==> src/serial_port_defs.vh <==
/*
  Constants for the serial port control-word sequencer: I/O port decode,
  mode, command and status field positions, reset values and timing.
  Assumes it is included by bare name from the design files.
*/
`ifndef SERIAL_PORT_DEFS_VH
`define SERIAL_PORT_DEFS_VH

// I/O port decode, low eight address bits
`define SP_DATA_ADDR       8'hD8
`define SP_DATA_ALIAS      8'hDC
`define SP_CTRL_ADDR       8'hDA
`define SP_CTRL_ALIAS      8'hDE

// Mode word fields
`define MODE_FACTOR_LSB    0
`define MODE_LEN_LSB       2
`define MODE_PAR_EN        4
`define MODE_PAR_EVEN      5
`define MODE_STOP_LSB      6
`define MODE_SINGLE_SYNC   7
`define FACTOR_SYNC        2'h0
`define FACTOR_CODE_X1     2'h1
`define FACTOR_CODE_X16    2'h2
`define FACTOR_CODE_X64    2'h3
`define FACTOR_X16         16
`define FACTOR_X64         64
`define STOP_CODE_ONE      2'h1

// Command word fields
`define CMD_TX_EN          0
`define CMD_RX_EN          2
`define CMD_ERR_CLR        4
`define CMD_REINIT         6
`define CMD_HUNT           7

// Status word fields
`define ST_TX_READY        0
`define ST_RX_READY        1
`define ST_TX_EMPTY        2
`define ST_PAR_ERR         3
`define ST_OVERRUN         4
`define ST_FRAME_ERR       5
`define ST_SYNC_DET        6

// Reset values
`define MODE_RESET         8'h00
`define CMD_RESET          8'h00
`define SYNC_RESET         8'h00
`define RDATA_RESET        8'h00

// Timing
`define CLK_PERIOD_NS      25
`define INIT_GAP_NS        3200
`define INIT_GAP_CLKS      ((`INIT_GAP_NS + `CLK_PERIOD_NS - 1) / `CLK_PERIOD_NS)
`define TICK_DIV_DEF       4

`endif

==> src/two_entry_buffer.v <==
/*
  Two-entry buffer with valid/ready on both sides, used in the
  transmit data path. Assumes a single clock and active-low async reset.
*/
`timescale 1ns/100ps
module two_entry_buffer #(
    parameter WIDTH = 8
) (
    input  wire             i_clk,
    input  wire             i_rst_b,
    input  wire             i_flush,
    input  wire             i_in_valid,
    output wire             o_in_ready,
    input  wire [WIDTH-1:0] i_in_data,
    output wire             o_out_valid,
    input  wire             i_out_ready,
    output wire [WIDTH-1:0] o_out_data
);
    reg [WIDTH-1:0] mem [0:1];   // Storage entries
    reg             wr_idx;      // Next entry to fill
    reg             rd_idx;      // Oldest entry
    reg [1:0]       fill;        // Number of entries held

    wire push = i_in_valid & o_in_ready;
    wire pop  = o_out_valid & i_out_ready;

    // Honest flags straight from the fill count
    assign o_in_ready  = (fill != 2'h2);
    assign o_out_valid = (fill != 2'h0);
    assign o_out_data  = mem[rd_idx];

    // Pointer and count update; flush drops whatever is held
    always @(posedge i_clk or negedge i_rst_b) begin
        if (!i_rst_b) begin
            wr_idx <= 1'b0;
            rd_idx <= 1'b0;
            fill   <= 2'h0;
        end else if (i_flush) begin
            wr_idx <= 1'b0;
            rd_idx <= 1'b0;
            fill   <= 2'h0;
        end else begin
            if (push) begin
                wr_idx <= ~wr_idx;
            end
            if (pop) begin
                rd_idx <= ~rd_idx;
            end
            if (push & ~pop) begin
                fill <= fill + 2'h1;
            end else if (pop & ~push) begin
                fill <= fill - 2'h1;
            end
        end
    end

    // Data storage needs no reset
    always @(posedge i_clk) begin
        if (push) begin
            mem[wr_idx] <= i_in_data;
        end
    end
endmodule

==> src/serial_port_control_word_sequencer.v <==
/*
  Serial port with control-word sequencing: mode word, sync characters,
  then command words, plus transmit and receive engines and status.
  Assumes host I/O strobes are one-cycle pulses synchronous to I_CLOCK.
*/
`timescale 1ns/100ps
`include "serial_port_defs.vh"
module serial_port_control_word_sequencer #(
    parameter TICK_DIV = `TICK_DIV_DEF
) (
    input  wire       I_CLOCK,
    input  wire       I_RST_B,
    input  wire [7:0] I_ADDR,
    input  wire       I_IOW,
    input  wire       I_IOR,
    input  wire [7:0] I_WDATA,
    input  wire       I_RXD,
    output reg  [7:0] O_RDATA,
    output reg        O_TXD,
    output reg        O_TX_READY,
    output reg        O_RX_READY
);
    // Control sequencer states
    localparam SQ_MODE  = 2'h0;
    localparam SQ_SYNC1 = 2'h1;
    localparam SQ_SYNC2 = 2'h2;
    localparam SQ_CMD   = 2'h3;
    // Receiver states
    localparam RX_IDLE  = 3'h0;
    localparam RX_START = 3'h1;
    localparam RX_BITS  = 3'h2;
    localparam RX_HUNT  = 3'h3;
    localparam RX_HUNT2 = 3'h4;
    localparam RX_SYNC  = 3'h5;

    // Parity of the low n bits
    function par_of;
        input [7:0] d;
        input [3:0] n;
        integer i;
        begin
            par_of = 1'b0;
            for (i = 0; i < 8; i = i + 1) begin
                if (i < n) par_of = par_of ^ d[i];
            end
        end
    endfunction

    // Mask keeping the low n bits of a character
    function [7:0] len_mask;
        input [3:0] n;
        len_mask = 8'hFF >> (4'h8 - n);
    endfunction

    reg  [1:0]  seq;        // Which control word comes next
    reg  [7:0]  mode;       // Mode word
    reg  [7:0]  cmd;        // Latest command word
    reg  [7:0]  sync1;      // First sync pattern
    reg  [7:0]  sync2;      // Second sync pattern
    reg         active;     // A command has ended initialisation
    reg         tx_rdy;     // Transmitter ready flag
    reg         tx_busy;    // Character on the line
    reg  [11:0] tx_sh;      // Outgoing frame, LSB first
    reg  [3:0]  tx_left;    // Bits still to send
    reg  [15:0] tx_tim;     // Bit timer
    reg  [2:0]  rx_state;   // Receiver state
    reg  [15:0] rx_tim;     // Sample timer
    reg  [11:0] rx_sh;      // Incoming bits
    reg  [3:0]  rx_cnt;     // Bits taken so far
    reg  [7:0]  rx_win;     // Sliding window for sync hunt
    reg  [7:0]  rx_hold;    // Received character for the host
    reg         rx_rdy;     // Receiver ready flag
    reg         pe;         // Parity error
    reg         oe;         // Overrun error
    reg         fe;         // Framing error
    reg         syndet;     // Sync found

    // Port decode, either address of a pair works
    wire data_sel = (I_ADDR == `SP_DATA_ADDR) | (I_ADDR == `SP_DATA_ALIAS);
    wire ctrl_sel = (I_ADDR == `SP_CTRL_ADDR) | (I_ADDR == `SP_CTRL_ALIAS);
    wire ctrl_wr  = I_IOW & ctrl_sel;
    wire data_wr  = I_IOW & data_sel;
    wire data_rd  = I_IOR & data_sel;
    wire stat_rd  = I_IOR & ctrl_sel;
    wire cmd_wr   = ctrl_wr & (seq == SQ_CMD);
    wire reinit   = cmd_wr & I_WDATA[`CMD_REINIT];
    wire err_clr  = cmd_wr & ~I_WDATA[`CMD_REINIT] & I_WDATA[`CMD_ERR_CLR];
    wire hunt_cmd = cmd_wr & ~I_WDATA[`CMD_REINIT] & I_WDATA[`CMD_HUNT];

    // Mode word decode
    wire [1:0]  factor    = mode[`MODE_FACTOR_LSB+1:`MODE_FACTOR_LSB];
    wire        sync_mode = (factor == `FACTOR_SYNC);
    wire [3:0]  nd        = 4'h5 + {2'h0, mode[`MODE_LEN_LSB+1:`MODE_LEN_LSB]};
    wire        par_en    = mode[`MODE_PAR_EN];
    wire        par_even  = mode[`MODE_PAR_EVEN];
    // Half-stop code is stretched to two whole stop bits
    wire        stop2     = (mode[`MODE_STOP_LSB+1:`MODE_STOP_LSB] > `STOP_CODE_ONE);
    wire [31:0] per_full  = (factor == `FACTOR_CODE_X16) ? TICK_DIV * `FACTOR_X16 :
                            (factor == `FACTOR_CODE_X64) ? TICK_DIV * `FACTOR_X64 : TICK_DIV;
    wire [15:0] bit_per   = per_full[15:0];
    wire [7:0]  cmask     = len_mask(nd);
    wire        tx_en     = active & cmd[`CMD_TX_EN];
    wire        rx_en     = active & cmd[`CMD_RX_EN];

    // Control word sequencing
    always @(posedge I_CLOCK or negedge I_RST_B) begin
        if (!I_RST_B) begin
            seq    <= SQ_MODE;
            mode   <= `MODE_RESET;
            cmd    <= `CMD_RESET;
            sync1  <= `SYNC_RESET;
            sync2  <= `SYNC_RESET;
            active <= 1'b0;
        end else if (ctrl_wr) begin
            case (seq)
                SQ_MODE: begin
                    mode   <= I_WDATA;
                    active <= 1'b0;
                    // Async skips both sync characters
                    if (I_WDATA[`MODE_FACTOR_LSB+1:`MODE_FACTOR_LSB] == `FACTOR_SYNC) begin
                        seq <= SQ_SYNC1;
                    end else begin
                        seq <= SQ_CMD;
                    end
                end
                SQ_SYNC1: begin
                    sync1 <= I_WDATA;
                    seq   <= mode[`MODE_SINGLE_SYNC] ? SQ_CMD : SQ_SYNC2;
                end
                SQ_SYNC2: begin
                    sync2 <= I_WDATA;
                    seq   <= SQ_CMD;
                end
                SQ_CMD: begin
                    if (I_WDATA[`CMD_REINIT]) begin
                        // Rest of the word is ignored
                        seq    <= SQ_MODE;
                        cmd    <= `CMD_RESET;
                        active <= 1'b0;
                    end else begin
                        cmd    <= I_WDATA;
                        active <= 1'b1;
                    end
                end
                default: seq <= SQ_MODE;
            endcase
        end
    end

    // Transmit buffer; data writes before initialisation are dropped
    wire       buf_in_ready;
    wire       buf_valid;
    wire [7:0] buf_data;
    wire       tx_take = ~tx_busy & tx_en;
    two_entry_buffer #(
        .WIDTH (8)
    ) u_tx_buffer (
        .i_clk       (I_CLOCK),
        .i_rst_b     (I_RST_B),
        .i_flush     (reinit),
        .i_in_valid  (data_wr & active),
        .o_in_ready  (buf_in_ready),
        .i_in_data   (I_WDATA),
        .o_out_valid (buf_valid),
        .i_out_ready (tx_take),
        .o_out_data  (buf_data)
    );

    // Idle sync mode fills the line with the first sync pattern
    wire        tx_load = tx_take & (buf_valid | sync_mode);
    wire [7:0]  tx_char = (buf_valid ? buf_data : sync1) & cmask;
    wire        tx_par  = par_of(tx_char, nd) ^ ~par_even;
    reg  [11:0] tx_frame;   // Frame built for the next character
    reg  [3:0]  tx_len;     // Its length in bits
    integer     k;

    // Frame assembly: start, data, parity, stop for async
    always @* begin
        tx_frame = 12'hFFF;
        tx_len   = nd + {3'h0, par_en};
        if (sync_mode) begin
            for (k = 0; k < 8; k = k + 1) begin
                if (k < nd) tx_frame[k] = tx_char[k];
            end
            if (par_en) tx_frame[nd] = tx_par;
        end else begin
            tx_frame[0] = 1'b0;
            for (k = 0; k < 8; k = k + 1) begin
                if (k < nd) tx_frame[k+1] = tx_char[k];
            end
            if (par_en) tx_frame[nd+4'h1] = tx_par;
            tx_len = nd + {3'h0, par_en} + (stop2 ? 4'h3 : 4'h2);
        end
    end

    // Transmit shifter
    always @(posedge I_CLOCK or negedge I_RST_B) begin
        if (!I_RST_B) begin
            tx_busy <= 1'b0;
            tx_sh   <= 12'hFFF;
            tx_left <= 4'h0;
            tx_tim  <= 16'h0000;
            O_TXD   <= 1'b1;
        end else if (reinit) begin
            tx_busy <= 1'b0;
            O_TXD   <= 1'b1;
        end else if (tx_load) begin
            tx_busy <= 1'b1;
            tx_sh   <= tx_frame;
            tx_left <= tx_len;
            tx_tim  <= bit_per - 16'h0001;
            O_TXD   <= tx_frame[0];
        end else if (tx_busy) begin
            if (tx_tim != 16'h0000) begin
                tx_tim <= tx_tim - 16'h0001;
            end else if (tx_left == 4'h1) begin
                tx_busy <= 1'b0;
                O_TXD   <= sync_mode ? O_TXD : 1'b1;
            end else begin
                tx_sh   <= {1'b1, tx_sh[11:1]};
                O_TXD   <= tx_sh[1];
                tx_left <= tx_left - 4'h1;
                tx_tim  <= bit_per - 16'h0001;
            end
        end
    end

    // Receive word with the bit being sampled merged in
    reg [11:0] rx_word;
    always @* begin
        rx_word         = rx_sh;
        rx_word[rx_cnt] = I_RXD;
    end
    wire [7:0] rx_data  = rx_word[7:0] & cmask;
    wire [7:0] win_next = {I_RXD, rx_win[7:1]};
    wire [7:0] win_char = (win_next >> (4'h8 - nd)) & cmask;
    wire [3:0] rx_total = nd + {3'h0, par_en} + {3'h0, ~sync_mode};
    wire       rx_tick  = (rx_tim == 16'h0000);
    wire       rx_last  = rx_tick & (rx_cnt == rx_total - 4'h1);
    wire       deliver  = rx_last & ((rx_state == RX_BITS) | (rx_state == RX_SYNC));
    wire       bad_par  = par_en & (rx_word[nd] != (par_of(rx_data, nd) ^ ~par_even));
    wire       bad_stop = ~sync_mode & ~rx_word[nd+{3'h0, par_en}];

    // Receiver sequencing
    always @(posedge I_CLOCK or negedge I_RST_B) begin
        if (!I_RST_B) begin
            rx_state <= RX_IDLE;
            rx_tim   <= 16'h0000;
            rx_sh    <= 12'h000;
            rx_cnt   <= 4'h0;
            rx_win   <= 8'h00;
            syndet   <= 1'b0;
        end else if (!rx_en | reinit) begin
            rx_state <= RX_IDLE;
            syndet   <= 1'b0;
        end else if (hunt_cmd & sync_mode) begin
            rx_state <= RX_HUNT;
            rx_tim   <= bit_per - 16'h0001;
            syndet   <= 1'b0;
        end else begin
            rx_tim <= rx_tick ? bit_per - 16'h0001 : rx_tim - 16'h0001;
            case (rx_state)
                RX_IDLE: begin
                    rx_cnt <= 4'h0;
                    if (sync_mode) begin
                        rx_state <= RX_HUNT;
                    end else if (!I_RXD) begin
                        // Start edge, check again at mid bit
                        // One cycle went into seeing the edge, so wait one less
                        rx_state <= RX_START;
                        rx_tim   <= (bit_per[15:1] == 15'h0000) ? 16'h0000 : {1'b0, bit_per[15:1]} - 16'h0001;
                    end
                end
                RX_START: begin
                    if (rx_tick) rx_state <= I_RXD ? RX_IDLE : RX_BITS;
                end
                RX_HUNT: begin
                    // Internal detection only: compare the window
                    if (rx_tick) begin
                        rx_win <= win_next;
                        rx_cnt <= 4'h0;
                        if (win_char == (sync1 & cmask)) begin
                            rx_state <= mode[`MODE_SINGLE_SYNC] ? RX_SYNC : RX_HUNT2;
                            syndet   <= mode[`MODE_SINGLE_SYNC];
                        end
                    end
                end
                RX_HUNT2: begin
                    if (rx_tick) begin
                        rx_sh  <= rx_word;
                        rx_cnt <= rx_cnt + 4'h1;
                        if (rx_cnt == nd - 4'h1) begin
                            rx_cnt   <= 4'h0;
                            syndet   <= (rx_data == (sync2 & cmask));
                            rx_state <= (rx_data == (sync2 & cmask)) ? RX_SYNC : RX_HUNT;
                        end
                    end
                end
                RX_BITS, RX_SYNC: begin
                    if (rx_tick) begin
                        rx_sh  <= rx_word;
                        rx_cnt <= rx_last ? 4'h0 : rx_cnt + 4'h1;
                        if (rx_last & ~sync_mode) rx_state <= RX_IDLE;
                    end
                end
                default: rx_state <= RX_IDLE;
            endcase
        end
    end

    // Receive flags: a new character wins over a read or a clear
    always @(posedge I_CLOCK or negedge I_RST_B) begin
        if (!I_RST_B) begin
            rx_hold <= 8'h00;
            rx_rdy  <= 1'b0;
            pe      <= 1'b0;
            oe      <= 1'b0;
            fe      <= 1'b0;
        end else if (reinit) begin
            rx_rdy <= 1'b0;
            pe     <= 1'b0;
            oe     <= 1'b0;
            fe     <= 1'b0;
        end else begin
            if (deliver) begin
                rx_hold <= rx_data;
            end
            rx_rdy <= deliver | (rx_rdy & ~data_rd);
            oe     <= (deliver & rx_rdy & ~data_rd) | (oe & ~err_clr);
            pe     <= (deliver & bad_par) | (pe & ~err_clr);
            fe     <= (deliver & bad_stop) | (fe & ~err_clr);
        end
    end

    // Status word assembled from live flags
    wire [7:0] status = {1'b0, syndet, fe, oe, pe, ~tx_busy & ~buf_valid, rx_rdy, tx_rdy};

    // Ready flags, pins and host read data
    always @(posedge I_CLOCK or negedge I_RST_B) begin
        if (!I_RST_B) begin
            tx_rdy     <= 1'b0;
            O_TX_READY <= 1'b0;
            O_RX_READY <= 1'b0;
            O_RDATA    <= `RDATA_RESET;
        end else begin
            // Stays low until the command that ends initialisation
            tx_rdy     <= active & ~reinit & buf_in_ready;
            O_TX_READY <= active & ~reinit & buf_in_ready;
            O_RX_READY <= ~reinit & (deliver | (rx_rdy & ~data_rd));
            if (data_rd) begin
                O_RDATA <= rx_hold;
            end else if (stat_rd) begin
                O_RDATA <= status;
            end else begin
                O_RDATA <= `RDATA_RESET;
            end
        end
    end
endmodule

==> config.mk <==
export PLATFORM = sky130hd
export DESIGN_NAME = serial_port_control_word_sequencer
export DESIGN_NICKNAME = d
export VERILOG_FILES = /design/src/two_entry_buffer.v /design/src/serial_port_control_word_sequencer.v
export VERILOG_INCLUDE_DIRS = /design/src
export SDC_FILE = /design/constraint.sdc
export NUM_CORES = 1
export LEC_CHECK = 0
export ABC_AREA = 1
export BUFFER_PORTS_ARGS = -buffer_cell sky130_fd_sc_hd__buf_2
export CORE_ASPECT_RATIO = 2
export CORE_MARGIN = 2
export CORE_UTILIZATION = 40
export DETAILED_ROUTE_END_ITERATION = 10
export GPL_TIMING_DRIVEN = 0
export PLACE_DENSITY = 0.55
export REMOVE_ABC_BUFFERS = 1
export SYNTH_ARGS = -nofsm -noshare
export SYNTH_HDL_FRONTEND = slang
export SYNTH_SLANG_ARGS = --single-unit
==> constraint.sdc <==
create_clock -name I_CLOCK -period 7.88 [get_ports I_CLOCK]
set_clock_uncertainty 0.05 [all_clocks]
set_input_delay 1.182 -clock I_CLOCK [delete_from_list [all_inputs] [get_ports I_CLOCK]]
set_output_delay 1.182 -clock I_CLOCK [all_outputs]
set_load 0.01 [all_outputs]
* Word-level counts from Yosys, hierarchy flattened
Memories as Yosys holds them, arrays and structs flattened.
Cells that the tools add are included.
** Cells by class
- Shift-type cells :: 2
- Bitwise gates (word level) :: 81
- Mux-type cells :: 140
- Reductions and logical operators :: 37
- Eq/ne operators :: 38
- Order comparisons :: 16
- $add $sub $neg :: 16
** Operators with widths (number)
- $mux W16 :: 10
- $mux W12 :: 7
- $mux W1 :: 76
- $and A8 B8 Y8 :: 5
- $mux W4 :: 10
- $mux W3 :: 13
- $and A1 B1 Y1 :: 36
- $bwmux W12 :: 3
- $eq A8 B8 Y1 const B :: 4
- $ne A4 B4 Y1 const B :: 8
- $sub A16 B1 Y16 const B :: 2
- $lt A4 B5 Y1 const B :: 4
- $mux W9 :: 2
- $eq A8 B8 Y1 :: 2
- $logic_not A16 Y1 :: 1
- $lt A3 B4 Y1 const A :: 4
- $mux W8 :: 2
- $pmux W4 S4 :: 1
- $reduce_bool A16 Y1 :: 1
- $xor A1 B1 Y1 :: 16
- $logic_not A15 Y1 :: 1
- $not A1 Y1 :: 15
- $pmux W3 S5 :: 1
- $ne A2 B2 Y1 const B :: 7
- other kinds (48) :: 99
** Word-level totals
- Register bits :: 134
- Memories kept :: 1
- Output and inout bits :: 11
- Input port bits :: 21
- Bits in writable memories :: 16
** Memory list
- u_tx_buffer.mem :: depth 2, bits a word 8, read ports 1, clocked after memory_dff 0, write ports 1, line two_entry_buffer.v:19 : reg [WIDTH-1:0] mem [0:1];

* Longest topological paths before layout
- Depth in word-level cells :: 27
- Gate-level depth with buffers :: 23

* Hierarchy
From an unflattened synthesis, not the netlist that was laid out.
** Second synthesis, totals
- Cells, all modules :: 1251
- Area, all modules :: 9271.4 µm²
** Modules (own cells, without submodules)
- serial_port_control_word_sequencer :: cells an instance 1175, area each 8431.8 µm², instances 1, seq. area each 3143.0 µm²
- two_entry_buffer :: cells an instance 76, area each 839.6 µm², instances 1, seq. area each 580.6 µm²

* Worst setup path before layout
OpenSTA, ideal clock, no wires.
- Path type :: reg-to-reg
- From :: register mode[2]
- To :: register rx_hold[5]
- Slack :: 4.670 ns
- Data required time :: 7.704 ns
- Data arrival time :: 3.034 ns
- Path buffers :: 2
- Stages on the path, launching flop included :: 15
- Cell sequence :: dfrtp_1 buf_2 inv_1 ha_1 fa_1 inv_1 ha_1 xnor2_1 xor2_1 nor3b_1 nand3_1 nand3b_1 clkbuf_1 nand2_1 o31ai_1
** Between the ends
- Word-level cells in the longest chain between the ends :: 8
- Elaborated cells between the ends (all ways) :: 11
- Those cells by class :: add/sub: 5; eq/ne: 1; shift: 1; bitwise: 3; reduce/logical: 1
** RTL lines
- start: declaration :: line serial_port_control_word_sequencer.v:56 : reg [7:0] mode;
- start signal: assignment :: line serial_port_control_word_sequencer.v:109 : mode <= `MODE_RESET;
- $add A3 B2 Y4 (*) :: line serial_port_control_word_sequencer.v:93 : wire [3:0] nd = 4'h5 + {2'h0, mode[`MODE_LEN_LSB+1:`MODE_LEN_LSB]};
- $add A4 B1 Y4 (2 in a row) :: line serial_port_control_word_sequencer.v:237 : wire [3:0] rx_total = nd + {3'h0, par_en} + {3'h0, ~sync_mode};
- $sub A4 B1 Y4 :: line serial_port_control_word_sequencer.v:239 : wire rx_last = rx_tick & (rx_cnt == rx_total - 4'h1);
- $eq A4 B4 Y1 :: line serial_port_control_word_sequencer.v:239
- $and A1 B1 Y1 :: line serial_port_control_word_sequencer.v:239
- $and A1 B1 Y1 :: line serial_port_control_word_sequencer.v:240 : wire deliver = rx_last & ((rx_state == RX_BITS) | (rx_state == RX_SYNC));
- $reduce_and A2 Y1 (no line)
- end signal: assignment :: line serial_port_control_word_sequencer.v:326 : rx_hold <= rx_data;
- end: declaration :: line serial_port_control_word_sequencer.v:71 : reg [7:0] rx_hold;
Mark *: on every way between the ends. The rest lies on a longest branch, timed or not.
A chain may end at the register's enable or synchronous reset.

* Worst setup path after layout
Same ends and word-level chain as after synthesis.

==> qor.yml <==
status:
  status: "complete, no violations"
route:
  dr_total_vias: 7780
  drt-met1-wl_mm: 9.25
  ant_nets: 0
  finalWirelength_mm: 25.6
  drc: 0
  dr.pass1.iters: 5
  dr.max_layer_used: "met4"
  dr_wl_met2_mm: 14.1
  vias_per_cell: 5.20
  dr_wl_met3_um: 726
  drtIter0Drc: 385
  wl_per_cell_um: 17.1
yosys:
  syn_inst: 1186
  synth_seq_cells: 145
  synth_cell_type_count: 51
  synth-async-reset-ratio_pct: 89.0
  synth_area_per_cell_um2: 7.52
  synth_flop_cell: "dfrtp_1"
  synthesis.area_um2: 8920
  seq_area_frac_synth_pct: 41.7
  synth-edff-count: 16
  yosys_warnings: 0
global_route:
  first_global_vias: 7838
  grtUsageTotal_pct: 23.3
  antenna_found_initial: 0
  grt_max_degree: 68
  grt_overflow: 0
  grt_pass1_wl_mm: 40.9
critical_path:
  critPathMaxFanout: 27
  startpoint: "mode[2]$_DFFE_PN0P_"
  worstRegToRegCells: 11
  rr_endpoint: "rx_hold[5]$_DFFE_PN0P_"
  worstSetupPathType: "flop to flop"
  crit_arrival_ns: 4.73
  rr_startpoint: "mode[2]$_DFFE_PN0P_"
  worstSetupEndpointType: "flop"
  crit_end: "rx_hold[5]$_DFFE_PN0P_"
  cp.required_ns: 8.17
  startpoint_type: "flop"
  r2r_slack_ns: 3.44
timing:
  drv_slew: 0
  finalSetupTns_ns: 0
  finalSetupViolations: 0
  clock.fmax_ghz: 0.225
  period_share_pct: 56.4
  period_needed_ns: 4.44
  rsz0062_at_grt: "no"
  hold_viol: 0
  slew_headroom_pct: 37.0
  tightestPinTransition_ns: 0.944
clock_network:
  cts_root_buf: "clkbuf_16"
  cts.sinks: 145
  cts_made_buffers: 17
  cts_tree: "done"
  post_cts_buffers: 0
  clk_pin_slew_ns: 0.06
  hold_buffers: 0
  cts_max_path_buffers: 2
  h-tree-depth: 4
  clock_latency_ns: 0.45
  post_cts_resized: 0
floorplanning:
  core-area_um2: 22000
  die_width_um: 110
  die_y_um: 215
  dieArea_um2: 23600
  start_util_pct: 40.6
  io_pins: 32
  rows: 77
placement:
  gp_congestion: 0.885
  io_buffers: 31
  placed_cells_incl_taps: 1463
  hpwl_mm: 19.6
final_layout:
  final_layout_size_suffix_gt1_share_pct: 9.93
  fin_nets: 1259
  final_cell_mix: "nand2_1 (281), inv_1 (139), o21ai_0 (130)"
  antennaDiodeCount: 0
  fin_cells: 1495
  syn2layout_area_growth_pct: 10.6
  mostFrequentLayoutCell: "nand2_1"
power:
  p_leak_nw: 4.57
  p_per_area_nw_per_um2: 166
  irDropWorstVdd_uv: 159
hold_path:
  hold_class: "flop to flop"
flow_run:
  maxCapViolCount: 0
-- metal layers --
layer | global-route usage [%] | vias to the layer above
li1 | - | 3936
met1 | 23.8 | 3612
met2 | 42.5 | 159
met3 | 3.64 | 73
met4 | 14.3 | 0
met5 | 0 | -
-- state kept, by name (all words and copies together), names as in the netlist, 2 cells and up --
| signal | count |
|---|---|
| tx_tim | 16 |
| rx_win | 7 |
| tx_sh | 11 |
| u_tx_buffer.mem | 16 |
| rx_sh | 12 |
| sync2 | 8 |
| sync1 | 8 |
| seq | 2 |
| O_RDATA | 8 |
| rx_tim | 16 |
| rx_state | 3 |
| rx_cnt | 4 |
| rx_hold | 8 |
| tx_left | 4 |
| cmd | 2 |
| mode | 7 |
| u_tx_buffer.fill | 2 |
-- logic make-up (layout without fill, tap and decap cells) --
group | after synthesis | in the layout | synth area share, %
DFF | 145 | 145 | 41.7
buffers and inverters | 190 | 223 | 8.47
AOI/OAI and AO/OA | 242 | 242 | 15.0
and+or+nand+nor | 537 | 537 | 26.3
muxes | 1 | 1 | 0.112
xor gates and xnor gates | 39 | 39 | 3.83
adders and majority gates | 32 | 32 | 4.57
-- critical path, stage by stage, from the launching register on --
cell and delay, ns:
dfrtp_1 0.96, inv_1 0.42, ha_1 0.34, fa_1 0.58, inv_1 0.18, ha_1 0.25
xnor2_1 0.13, xor2_1 0.17, nor3b_1 0.21, nand3_1 0.09, nand3b_1 0.56, o31ai_1 0.38
-- per-stage QoR --
stage	hold slack [ns]	utilization (%)	power, mW	setup WS [ns]	instance area, um^2
global route	0.449	44.9	1.69	3.09	9870
detailed placement	0.417	42.3	0.854	3.44	9300
finish	0.422	44.9	1.63	3.44	9870
floorplan	0.398	-	0.812	4.43	8760
CTS	0.423	44.9	1.65	3.43	9870
global placement	0.408	42.2	0.850	3.50	9260
-- worst min-delay path by stage --
stage / cells past startpoint / slack (ns) / to / start
after floorplan: 2 / 0.40 / tx_sh[9]$_DFFE_PN1P_ / tx_sh[9]$_DFFE_PN1P_
after global placement: 2 / 0.41 / tx_sh[9]$_DFFE_PN1P_ / tx_sh[9]$_DFFE_PN1P_
after detailed placement: 2 / 0.42 / tx_sh[9]$_DFFE_PN1P_ / tx_sh[9]$_DFFE_PN1P_
final: 2 / 0.42 / tx_sh[9]$_DFFE_PN1P_ / tx_sh[9]$_DFFE_PN1P_
after global routing: 2 / 0.45 / tx_sh[9]$_DFFE_PN1P_ / tx_sh[9]$_DFFE_PN1P_
after CTS: 2 / 0.42 / tx_sh[9]$_DFFE_PN1P_ / tx_sh[9]$_DFFE_PN1P_
-- power breakdown --
group	internal [mW]	switching, mW
combinational	0.0197	0.0499
clock	0.456	0.340
sequential	0.762	0.00645
total	1.24	0.397
-- synth_stat cells, types with 2 or more instances --
library cell	n	area, um^2
xor2_1	27	236
clkinv_1	2	7.51
edfxtp_1	16	480
nand4_1	18	113
dfrtp_1	117	2930
nor2_2	4	25.0
buf_1	2	7.51
ha_1	31	388
a22oi_1	3	22.5
inv_1	139	522
o21ai_2	3	26.3
nor3b_1	3	22.5
o21bai_1	3	22.5
nand2_4	2	22.5
o32ai_1	4	35.0
nor4_1	4	25.0
buf_6	3	33.8
o21ai_1	17	85.1
buf_2	16	80.1
nand3b_1	3	22.5
nor2_1	105	394
dfstp_2	12	315
o31ai_1	6	45.0
nor3_1	22	110
nand2_1	281	1050
clkbuf_1	10	37.5
xnor2_1	12	105
inv_2	18	67.6
nand2_2	6	37.5
or2_0	3	18.8
o211ai_1	6	45.0
o21a_1	3	22.5
a31oi_1	3	18.8
nor2_4	3	33.8
nand3_2	4	40.0
o22ai_1	14	87.6
a21oi_1	46	230
nand3_1	73	365
o21ai_0	130	651
-- layout make-up --
type,instances,area (um^2)
Clock buffer,20,462
Clock inverter,12,110
Fill cell,2291,12100
Inverter,159,597
Multi-Input combinational cell,851,4440
Sequential cell,145,3720
Tap cell,276,345
Timing Repair Buffer,32,189
No activity file was read; power rests on OpenSTA's default activity.
